File: config.mk
export PLATFORM = sky130hd
export DESIGN_NAME = ssw_supervisor
export DESIGN_NICKNAME = d
export VERILOG_FILES = /design/src/ssw_pkg.sv /design/src/ssw_supervisor.sv /design/src/ssw_tick_div.sv /design/src/ssw_tick_counter.sv
export SDC_FILE = /design/constraint.sdc
export NUM_CORES = 1
export LEC_CHECK = 0
export BUFFER_PORTS_ARGS = -buffer_cell sky130_fd_sc_hd__buf_2
export CORE_ASPECT_RATIO = 0.5
export CORE_MARGIN = 2
export CORE_UTILIZATION = 48
export CTS_BUF_LIST = sky130_fd_sc_hd__clkbuf_4 sky130_fd_sc_hd__clkbuf_8
export DETAILED_ROUTE_END_ITERATION = 8
export PLACE_DENSITY_LB_ADDON = 0.12
export SYNTH_ARGS = -nofsm -noshare
export SYNTH_HDL_FRONTEND = slang
export SYNTH_HIERARCHICAL = 1
export SYNTH_SLANG_ARGS = --single-unit
File: constraint.sdc
create_clock -name REF_CLK_IN -period 2.8 [get_ports REF_CLK_IN]
set_input_delay 0.42 -clock REF_CLK_IN [delete_from_list [all_inputs] [get_ports REF_CLK_IN]]
set_output_delay 0.42 -clock REF_CLK_IN [all_outputs]
set_load 0.02 [all_outputs]
File: src/ssw_pkg.sv
/*
 * ssw_pkg: shared constants and types of the supply supervisor watchdog.
 * Assumes a single 125 MHz reference clock; all long times are counted
 * in ticks of an internal 1 us timebase derived from it.
 */
`default_nettype none

package ssw_pkg;

    // reference clock
    localparam int CLK_PERIOD_NS = 8;

    // internal timebase tick, in ns and in reference cycles (rounded up)
    localparam int TICK_NS     = 1000;
    localparam int TICK_CYCLES = (TICK_NS + CLK_PERIOD_NS - 1) / CLK_PERIOD_NS;
    localparam int DIV_W       = 8;

    // least reset hold after every cause clears
    localparam int RESET_HOLD_PERIOD_MS = 140;
    localparam int RESET_HOLD_TICKS     = RESET_HOLD_PERIOD_MS * 1000;

    // watchdog period without a strobe edge
    localparam int WATCHDOG_PERIOD_MS    = 1120;
    localparam int WATCHDOG_PERIOD_TICKS = WATCHDOG_PERIOD_MS * 1000;

    // strobe pull pattern: low for 7 eighths, high for the last eighth
    localparam int PULL_LOW_EIGHTHS = 7;
    localparam int PULL_EIGHTHS     = 8;

    // manual reset low to reset asserted, longest, in ns and cycles
    localparam int MANUAL_TO_RESET_DELAY_NS     = 5000;
    localparam int MANUAL_TO_RESET_DELAY_CYCLES =
        MANUAL_TO_RESET_DELAY_NS / CLK_PERIOD_NS;

    // manual reset release debounce, in ticks
    localparam int MANUAL_DEBOUNCE_US    = 20;
    localparam int MANUAL_DEBOUNCE_TICKS = MANUAL_DEBOUNCE_US;

    // tick counters cover the watchdog period
    localparam int CNT_W = 21;

    // reset output polarity select
    localparam bit RESET_ACTIVE_LOW_DEFAULT = 1'b0;

    // sequencer states
    typedef enum logic [2:0] {
        ST_HOLD_CAUSE = 3'b001,
        ST_HOLD_TIME  = 3'b010,
        ST_RUN        = 3'b100
    } ssw_state_t;

endpackage

`default_nettype wire

File: src/ssw_supervisor.sv
/*
 * ssw_supervisor: supply supervisor with manual reset and watchdog,
 * driving one system reset output toward a processor.
 * Assumes all pin inputs are synchronous to REF_CLK_IN; the supply and
 * power-fail comparators arrive as digital levels; the strobe pin's
 * wire level is resolved outside from the weak pull and any driver.
 */
`timescale 1ns/1ps
`default_nettype none

module ssw_supervisor
    import ssw_pkg::*;
#(
    parameter int TICK_DIVIDE      = TICK_CYCLES,
    parameter int HOLD_TICKS       = RESET_HOLD_TICKS,
    parameter int WD_TICKS         = WATCHDOG_PERIOD_TICKS,
    parameter int DEBOUNCE_TICKS   = MANUAL_DEBOUNCE_TICKS,
    parameter bit RESET_ACTIVE_LOW = RESET_ACTIVE_LOW_DEFAULT
) (
    input  wire logic REF_CLK_IN,
    input  wire logic RST_N_IN,
    input  wire logic SUPPLY_OK_IN,
    input  wire logic MANUAL_RESET_N_IN,
    input  wire logic WATCHDOG_STROBE_IN,
    input  wire logic POWER_FAIL_SENSE_IN,
    output var  logic RESET_OUT,
    output var  logic WATCHDOG_EXPIRED_OUT,
    output var  logic POWER_FAIL_WARN_OUT,
    output var  logic WATCHDOG_STROBE_PULL_OUT,
    output var  logic WATCHDOG_STROBE_PULL_OE_N_OUT
);

    // periods scaled from parameters in ticks
    localparam logic [CNT_W-1:0] HOLD_LIM = CNT_W'(HOLD_TICKS);
    localparam logic [CNT_W-1:0] WD_LIM   = CNT_W'(WD_TICKS);
    localparam logic [CNT_W-1:0] DEB_LIM  = CNT_W'(DEBOUNCE_TICKS);
    localparam logic [CNT_W-1:0] PULL_AT  =
        CNT_W'((WD_TICKS * PULL_LOW_EIGHTHS) / PULL_EIGHTHS);
    localparam logic RST_ASSERT_LVL = RESET_ACTIVE_LOW ? 1'b0 : 1'b1;

    // assertion bounds
    localparam int MR_LAT_MAX = MANUAL_TO_RESET_DELAY_CYCLES;

    ssw_state_t       state_q;
    ssw_state_t       state_d;
    logic             tick;
    logic             supply_ok_q;
    logic             manual_n_q;
    logic             strobe_q;
    logic             strobe_prev_q;
    logic             strobe_edge;
    logic             manual_cause;
    logic             cause;
    logic             hold_done;
    logic             wd_expire;
    logic             hold_clr;
    logic             wd_clr;
    logic             deb_clr;
    logic [CNT_W-1:0] hold_cnt;
    logic [CNT_W-1:0] wd_cnt;
    logic [CNT_W-1:0] deb_cnt;
    logic             expired_q;

    // timebase tick
    ssw_tick_div #(
        .DIVIDE (TICK_DIVIDE)
    ) u_tick (
        .clk_in   (REF_CLK_IN),
        .rst_n_in (RST_N_IN),
        .tick_out (tick)
    );

    // sample the synchronous pin inputs
    always_ff @(posedge REF_CLK_IN or negedge RST_N_IN) begin
        if (!RST_N_IN) begin
            supply_ok_q   <= 1'b0;
            manual_n_q    <= 1'b1;
            strobe_q      <= 1'b0;
            strobe_prev_q <= 1'b0;
        end else begin
            supply_ok_q   <= SUPPLY_OK_IN;
            manual_n_q    <= MANUAL_RESET_N_IN;
            strobe_q      <= WATCHDOG_STROBE_IN;
            strobe_prev_q <= strobe_q;
        end
    end

    // either strobe edge services the watchdog
    assign strobe_edge = strobe_q ^ strobe_prev_q;

    // release debounce: input must stay high for the debounce time
    assign deb_clr = ~manual_n_q;

    ssw_tick_counter #(
        .W (CNT_W)
    ) u_debounce (
        .clk_in   (REF_CLK_IN),
        .rst_n_in (RST_N_IN),
        .clr_in   (deb_clr),
        .en_in    (tick),
        .cnt_out  (deb_cnt)
    );

    // low input is a cause at once; bounce keeps it a cause
    assign manual_cause = ~manual_n_q | (deb_cnt < DEB_LIM);

    // supply low and manual reset hold the sequencer in reset
    assign cause = ~supply_ok_q | manual_cause;

    // hold count restarts while any cause is present
    assign hold_clr = cause | (state_q == ST_RUN);

    ssw_tick_counter #(
        .W (CNT_W)
    ) u_hold (
        .clk_in   (REF_CLK_IN),
        .rst_n_in (RST_N_IN),
        .clr_in   (hold_clr),
        .en_in    (tick && (state_q == ST_HOLD_TIME)),
        .cnt_out  (hold_cnt)
    );

    // release needs a full hold count
    assign hold_done = (hold_cnt >= HOLD_LIM);

    // watchdog frozen at zero while reset is asserted
    assign wd_clr = (state_q != ST_RUN) | strobe_edge;

    ssw_tick_counter #(
        .W (CNT_W)
    ) u_watchdog (
        .clk_in   (REF_CLK_IN),
        .rst_n_in (RST_N_IN),
        .clr_in   (wd_clr),
        .en_in    (tick && (state_q == ST_RUN)),
        .cnt_out  (wd_cnt)
    );

    // expiry once a full period passes without an edge
    assign wd_expire = (wd_cnt >= WD_LIM) && !strobe_edge;

    // next state of the reset sequencer
    always_comb begin
        state_d = state_q;
        case (state_q)
            ST_HOLD_CAUSE: begin
                if (!cause) begin
                    state_d = ST_HOLD_TIME;
                end
            end
            ST_HOLD_TIME: begin
                if (cause) begin
                    state_d = ST_HOLD_CAUSE;
                end else if (hold_done) begin
                    state_d = ST_RUN;
                end
            end
            ST_RUN: begin
                if (cause) begin
                    state_d = ST_HOLD_CAUSE;
                end else if (wd_expire) begin
                    state_d = ST_HOLD_TIME;
                end
            end
            default: begin
                state_d = ST_HOLD_CAUSE;
            end
        endcase
    end

    // sequencer state
    always_ff @(posedge REF_CLK_IN or negedge RST_N_IN) begin
        if (!RST_N_IN) begin
            state_q <= ST_HOLD_CAUSE;
        end else begin
            state_q <= state_d;
        end
    end

    // reset pin at the selected polarity, asserted unless running
    always_ff @(posedge REF_CLK_IN or negedge RST_N_IN) begin
        if (!RST_N_IN) begin
            RESET_OUT <= RST_ASSERT_LVL;
        end else begin
            RESET_OUT <= (state_d == ST_RUN) ? ~RST_ASSERT_LVL
                                             : RST_ASSERT_LVL;
        end
    end

    // expired flag: set on expiry, cleared when the hold ends
    always_ff @(posedge REF_CLK_IN or negedge RST_N_IN) begin
        if (!RST_N_IN) begin
            expired_q <= 1'b0;
        end else if (state_q == ST_RUN && !cause && wd_expire) begin
            expired_q <= 1'b1;
        end else if (state_q == ST_HOLD_TIME && !cause && hold_done) begin
            expired_q <= 1'b0;
        end
    end

    assign WATCHDOG_EXPIRED_OUT = expired_q;

    // weak pull follows the watchdog phase: high in last eighth
    always_ff @(posedge REF_CLK_IN or negedge RST_N_IN) begin
        if (!RST_N_IN) begin
            WATCHDOG_STROBE_PULL_OUT      <= 1'b0;
            WATCHDOG_STROBE_PULL_OE_N_OUT <= 1'b0;
        end else begin
            // pattern rearms with every counter restart
            WATCHDOG_STROBE_PULL_OUT      <= (wd_cnt >= PULL_AT);
            WATCHDOG_STROBE_PULL_OE_N_OUT <= 1'b0;
        end
    end

    // power-fail warning follows its comparator, low when below threshold
    always_ff @(posedge REF_CLK_IN or negedge RST_N_IN) begin
        if (!RST_N_IN) begin
            POWER_FAIL_WARN_OUT <= 1'b0;
        end else begin
            POWER_FAIL_WARN_OUT <= POWER_FAIL_SENSE_IN;
        end
    end

    // supply low reaches the reset pin within two cycles
    chk_supply_low_reset: assert property (
        @(posedge REF_CLK_IN) disable iff (!RST_N_IN)
        !SUPPLY_OK_IN |-> ##[1:2] (RESET_OUT == RST_ASSERT_LVL))
        else $error("supply low did not assert reset");

    // manual reset low reaches the reset pin in time
    chk_manual_reset_delay: assert property (
        @(posedge REF_CLK_IN) disable iff (!RST_N_IN)
        $fell(MANUAL_RESET_N_IN) |-> ##[1:MR_LAT_MAX]
            (RESET_OUT == RST_ASSERT_LVL))
        else $error("manual reset not seen on reset pin in time");

    // manual reset low keeps the sequencer out of run
    chk_manual_holds_off: assert property (
        @(posedge REF_CLK_IN) disable iff (!RST_N_IN)
        !manual_n_q |=> (state_q == ST_HOLD_CAUSE) [*2])
        else $error("manual reset low did not hold reset");

    // release only after a full hold count
    chk_hold_minimum: assert property (
        @(posedge REF_CLK_IN) disable iff (!RST_N_IN)
        $rose(state_q == ST_RUN) |-> $past(hold_cnt) >= HOLD_LIM)
        else $error("reset released before hold period");

    // hold count stays at zero while a cause persists
    chk_hold_restart: assert property (
        @(posedge REF_CLK_IN) disable iff (!RST_N_IN)
        cause |=> (hold_cnt == '0) && (state_q != ST_RUN))
        else $error("hold counted while a cause was present");

    // watchdog held at zero outside run
    chk_watchdog_frozen: assert property (
        @(posedge REF_CLK_IN) disable iff (!RST_N_IN)
        (state_q != ST_RUN) |=> (wd_cnt == '0))
        else $error("watchdog counted during reset");

    // strobe edge restarts the watchdog
    chk_strobe_service: assert property (
        @(posedge REF_CLK_IN) disable iff (!RST_N_IN)
        (state_q == ST_RUN && strobe_q != strobe_prev_q)
            |=> (wd_cnt == '0) && !expired_q ##0 $stable(expired_q))
        else $error("strobe edge did not restart watchdog");

    // expiry asserts reset and raises the flag
    chk_watchdog_expiry: assert property (
        @(posedge REF_CLK_IN) disable iff (!RST_N_IN)
        (state_q == ST_RUN && !cause && wd_expire)
            |=> (state_q == ST_HOLD_TIME) && expired_q
                && (RESET_OUT == RST_ASSERT_LVL))
        else $error("watchdog expiry did not assert reset");

    // flag low again once the reset cycle completes
    chk_expired_cleared: assert property (
        @(posedge REF_CLK_IN) disable iff (!RST_N_IN)
        $rose(state_q == ST_RUN) |-> !expired_q)
        else $error("expired flag survived the reset cycle");

    // pull goes high in the last eighth of the period
    chk_pull_phase: assert property (
        @(posedge REF_CLK_IN) disable iff (!RST_N_IN)
        $rose(wd_cnt >= PULL_AT) |=> WATCHDOG_STROBE_PULL_OUT
            && !WATCHDOG_STROBE_PULL_OE_N_OUT)
        else $error("strobe pull not raised in last eighth");

    // pull high comes before the watchdog could expire
    chk_open_self_service: assert property (
        @(posedge REF_CLK_IN) disable iff (!RST_N_IN)
        (state_q == ST_RUN && wd_expire) |-> $past(WATCHDOG_STROBE_PULL_OUT))
        else $error("expiry without the pull having gone high");

endmodule

`default_nettype wire

File: src/ssw_tick_div.sv
/*
 * ssw_tick_div: divides the reference clock into a one-cycle tick enable.
 * Assumes DIVIDE is at least one and fits in DIV_W bits.
 */
`timescale 1ns/1ps
`default_nettype none

module ssw_tick_div
    import ssw_pkg::*;
#(
    parameter int DIVIDE = TICK_CYCLES
) (
    input  wire logic clk_in,
    input  wire logic rst_n_in,
    output var  logic tick_out
);

    localparam logic [DIV_W-1:0] LAST = DIV_W'(DIVIDE - 1);

    logic [DIV_W-1:0] div_q;

    // free running divider, pulse on wrap
    always_ff @(posedge clk_in or negedge rst_n_in) begin
        if (!rst_n_in) begin
            div_q    <= '0;
            tick_out <= 1'b0;
        end else if (div_q == LAST) begin
            div_q    <= '0;
            tick_out <= 1'b1;
        end else begin
            div_q    <= div_q + 1'b1;
            tick_out <= 1'b0;
        end
    end

endmodule

`default_nettype wire

File: src/ssw_tick_counter.sv
/*
 * ssw_tick_counter: saturating up counter with synchronous clear.
 * Assumes clear has priority over count enable.
 */
`timescale 1ns/1ps
`default_nettype none

module ssw_tick_counter
    import ssw_pkg::*;
#(
    parameter int W = CNT_W
) (
    input  wire logic         clk_in,
    input  wire logic         rst_n_in,
    input  wire logic         clr_in,
    input  wire logic         en_in,
    output var  logic [W-1:0] cnt_out
);

    // count ticks, hold at full scale
    always_ff @(posedge clk_in or negedge rst_n_in) begin
        if (!rst_n_in) begin
            cnt_out <= '0;
        end else if (clr_in) begin
            cnt_out <= '0;
        end else if (en_in && (cnt_out != {W{1'b1}})) begin
            cnt_out <= cnt_out + 1'b1;
        end
    end

endmodule

`default_nettype wire

# Word level (Yosys, flattened, before mapping)
# Index checks and enable logic that the tools add are counted.
[totals]
inputBits = 6
ff_bits = 83
output_inout_bits = 5
[classes]
n_reduce_logical = 15
addsub = 4
order_cmp = 4
muxes = 17
n_bitwise = 7
eq_ne = 10
[op_table]
columns = ["operator", "count"]
rows = [
  ["$mux W21", 6],
  ["$add A21 B1 Y21 const B", 3],
  ["$ne A21 B21 Y1 const B", 3],
  ["$ge A21 B18 Y1 const B", 1],
  ["$ge A21 B20 Y1 const B", 1],
  ["$ge A21 B21 Y1 const B", 1],
  ["$lt A21 B5 Y1 const B", 1],
  ["$mux W3", 5],
  ["$logic_and A1 B1 Y1", 10],
  ["$pmux W3 S3", 1],
  ["$add A8 B1 Y8 const B", 1],
  ["$eq A8 B7 Y1 const B", 1],
  ["$mux W8", 1],
  ["$eq A3 B3 Y1 const B", 2],
  ["$reduce_bool A2 Y1", 3],
  ["$mux W1", 4],
  ["$or A1 B1 Y1", 4],
  ["$eq A3 B1 Y1 const B", 1],
  ["$eq A3 B2 Y1 const B", 1],
  ["$ne A3 B3 Y1 const B", 1],
  ["$logic_not A1 Y1", 2],
  ["$ne A2 B1 Y1 const B", 1],
  ["$not A1 Y1", 2],
  ["$xor A1 B1 Y1", 1],
]

# Longest topological paths before layout
[depth]
word_depth = 8
depth_mapped = 8

# Cells and area by module
# Netlist, hierarchy kept.
[by_module_without_submodules]
columns = ["mod", "area_per_inst_um2", "cells_per_inst", "seq_area_each_um2", "instances"]
rows = [
  ["ssw_tick_counter (u_hold ...)", 1183.6, 123, 525.5, 2],
  ["ssw_tick_counter (u_debounce)", 1197.4, 125, 525.5, 1],
  ["ssw_supervisor", 616.8, 66, 279.0, 1],
  ["ssw_tick_div", 412.9, 40, 225.2, 1],
]

# Least setup slack after synthesis
# Ideal clock, no wire load.
[synth_timing]
path_kind = "reg2reg"
startpoint = "register state_q[0]"
endpoint = "register u_hold.cnt_out[18]"
t_arrival_ns = 1.996
setup_time_ns = 0.132
required_ns = 2.668
setup_slack_ns = 0.672
path_stages_with_launch = 9
path_buffers = 0
path_cell_list = "dfstp_2 > nand2b_1 > or2_0 > nor2_1 > nand4_1 > nor3_1 > and4bb_2 > xnor2_1 > nor2_1"
[synth_between]
elab_chain_cells = 4
[synth_rtl]
columns = ["element", "line_no", "text"]
rows = [
  ["start: declaration", "ssw_supervisor.sv:44", "ssw_state_t state_q;"],
  ["start signal: assignment", "ssw_supervisor.sv:176", "state_q <= state_d;"],
  ["$eq A3 B2 Y1", "ssw_supervisor.sv:119", ".en_in (tick && (state_q == ST_HOLD_TIME)),"],
  ["$logic_and A1 B1 Y1", "ssw_supervisor.sv:119", ""],
  ["$logic_and A1 B1 Y1", "ssw_tick_counter.sv:26", "end else if (en_in && (cnt_out != {W{1'b1}})) begin"],
  ["$reduce_bool A2 Y1 (no line)", "--", ""],
  ["end signal: assignment", "ssw_tick_counter.sv:27", "cnt_out <= cnt_out + 1'b1;"],
  ["end: declaration", "ssw_tick_counter.sv:17", "output var logic [W-1:0] cnt_out"],
]
# Several ways; a longest one is shown, not always the timed one.
# A chain may end at the register's enable or synchronous reset.

# Final worst setup path
# Ends and elaborated chain as after synthesis.

==> metrics <==
status finished with violations; violated checks hold timing; endpoint class of the critical path register; Ports 11; vias in the first global route 3372; 1st-pass router iterations 4; Post-Route WL 9190 µm; Final setup viols 0; Clk Latency, worst-skew pair 0.35 ns; Clock Power Share 42.3%; WP buf/inv 0; Slowest Stage Delay on Critical Path 0.48 ns; synthesized net count 488; Antenna Cells 0; DP Area 4790 µm²; number of synthesized flops with an enable pin 0; Num CTS Buffers 9; Synth Area per Inst 9.63 µm²; via count 3573; Max VDD drop 0.179 mV; cts hold-fix bufs 0; Final Hold Slack -0.00115 ns; final std cell area, no fill 5000 µm²; Finished Layout Cells 617; Yosys reg bits 83; # fillers 852; pre-CTS WS 0.390 ns; crit path max-delay cell type nor3_1; Worst Max-Slew Pin Slew 0.777 ns; area delta synth->final 8.85%; Synth Cell Area 4590 µm²; CP arrival 2.67 ns; H-Tree Depth 3; die width 142 µm; Pleak 2.06 nW; commonest non-fill, non-tap cells in the layout 80 x dfrtp_1, 69 x nor2_1, 36 x nand2_1; Initial Utilization 49.0%; sequential-to-total area share from yosys stat 45.3%; grt met3 use 5.51%; Ys Warns 6; core area 9380 µm²; most common cell after layout, fill and taps aside dfrtp_1; root buf cell clkbuf_8; dpl hpwl 6490 µm; met2 GRT Util 32.7%; post-route ant nets 0; critical path launch point type register; P_sw 0.442 mW; busiest layer in global routing met2; CP cell instances nand2b_1 -> or2_0 -> nor2_1 -> nand4_1 -> nor3_1 -> and4bb_2 -> xnor2_1 -> nor2_1; area leader, netlist dfrtp_1; Slew HR 48.1%; Area contributors post-synth dfrtp_1 44%, nor2_1 5.6%, xor2_1 4.6%; FFs w/ async S/R, synth 100%; crit path max fanout 8; met1 Usage GRT 26.7%; clock buffer depth 2; Comb pwr share 1.9%; die area 10400 µm²; number of maximum-capacitance violations 0; DR vias/cell 5.79; Seq pwr share 55.9%; fin util 53.3%; RSZ-0062 raised after global routing no; gr usage total 19.8%; Sw Share 20.5%; worst min path class input pin to asynchronous set/reset pin; Tcrit/Tclk final 86.9%; Final Net Count 502; DR WL/cell 14.9 µm; largest net degree at the start of global routing 53; cell-internal power 1.71 mW; power per cell area 431 nW/µm²; total congestion overflow 0; post-cts resize count 0; Worst-path clk slew 0.08 ns; first-pass GRT wire length 16300 µm; post-route setup slack 0.366 ns; CTS tree built; routability congestion estimate from global placement 0.839; Total Power 2.16 mW; Synth Flop Type dfrtp_1; synth unique cells 63; CP top delay family simple AND/OR/NAND/NOR gates; minimum clock period 2.43 ns; Slew Viols, Final 0; layout cells sized above 1 14.7%; Peak Freq 0.411 GHz; Yosys top cell area share 43.6%; port bufs 9; Crit path required time 3.04 ns; number of antenna violations at the first check in global routing 0; Crit Path Category register to register; setup repair bufs after CTS 0; synthesized instance count 477; setup_tns 0 ns; DRC 0; skew final 0.0112 ns; most frequent CP cell nor2_1; Fin. Hold Viols 7; clock sink count 83; DIE HEIGHT 73.2 µm; Placed Cells 601; Placement Rows 25; initial DRC count 215
[cell type report]
type                       instances  area (µm²)  area share (%)
sequential                        83        2080            41.6
tap                              121         151            3.03
inverter                          12        45.0           0.901
clock inverter                     2        35.0           0.701
timing repair buffer              13        90.1            1.80
clock buffer                      14         180            3.60
multi-input combinational        372        2420            48.4
[worst paths after layout]
| check | cells after the start | start | slack, ns | endpoint |
|---|---|---|---|---|
| max | 8 | state_q[0] | 0.37 | u_hold/cnt_out[18] |
| min | 1 | RST_N_IN | -0.001 | u_debounce/cnt_out[9] |
| max reg2reg | 8 | state_q[0] | 0.37 | u_hold/cnt_out[18] |
| min reg2reg | 0 | strobe_q | 0.40 | strobe_prev_q |
| max in group asynchronous | 2 | RST_N_IN | 2.14 | state_q[0] |
| min in group REF_CLK_IN | 1 | MANUAL_RESET_N_IN | 0.17 | manual_n_q |
[power groups by stage]
stage | sequential [mW] | clock [mW] | combinational, mW
floorplan | 1.23 | 0 | 0.00870
global placement | 1.23 | 0 | 0.0426
detailed placement | 1.23 | 0 | 0.0429
CTS | 1.20 | 0.948 | 0.0431
global route | 1.20 | 1.01 | 0.0477
finish | 1.20 | 0.912 | 0.0403
[worst reg2reg max path, cell delays in order (launching register included)]
cell	delay (ns)
dfstp_2	0.38
nand2b_1	0.15
or2_0	0.22
nor2_1	0.29
nand4_1	0.35
nor3_1	0.48
and4bb_2	0.30
xnor2_1	0.11
nor2_1	0.05
[cell families (layout without fill, tap and decap cells)]
| kind of cell | after synthesis | after routing | synth area share (%) |
|---|---|---|---|
| AOI/OAI and AO/OA | 82 | 82 | 13.0 |
| xor gates and xnor gates | 38 | 38 | 7.24 |
| adders and majority gates | 5 | 5 | 1.36 |
| buffers and inverters | 22 | 41 | 2.07 |
| DFF | 83 | 83 | 45.3 |
| muxes | 10 | 10 | 2.23 |
| other | 1 | 1 | 0.0816 |
| and+or+nand+nor | 236 | 236 | 28.8 |
[routing by layer]
layer / routed length [µm] / part of all wire [%]
met5: 0 / 0
met4: 18 / 0.20
met3: 282 / 3.1
met2: 4330 / 47
met1: 4560 / 50
[registers in the layout, summed over array words and instances (netlist names)]
| signal | cells |
|---|---|
| u_hold/cnt_out | 21 |
| WATCHDOG_EXPIRED_OUT | 1 |
| u_tick/div_q | 8 |
| strobe_prev_q | 1 |
| u_tick/tick_out | 1 |
| supply_ok_q | 1 |
| WATCHDOG_STROBE_PULL_OUT | 1 |
| strobe_q | 1 |
| manual_n_q | 1 |
| POWER_FAIL_WARN_OUT | 1 |
| u_debounce/cnt_out | 21 |
| u_watchdog/cnt_out | 21 |
| state_q | 3 |
| RESET_OUT | 1 |
[cell usage after synthesis (3+ instances only)]
cell type and instances:
or3_2 3, a21oi_1 21, o21ai_1 4, and4_4 3, clkbuf_1 7, nand2b_1 3
o21ai_0 18, nand3_1 30, and3_2 7, nor4_1 6, mux2i_1 8, xor2_1 24
dfstp_2 3, nor3_1 20, inv_1 12, and3_1 4, dfrtp_1 80, or3_1 5
and4bb_2 4, ha_1 5, or4_1 3, nand2_1 36, xnor2_1 14, nand4_4 3
a41o_1 5, o31ai_1 8, nand3b_1 3, a211oi_1 4, and2_1 3, nor2_1 69
nand4_1 13, o211ai_1 4, and4_1 3
(Power assumes the default switching activity.)
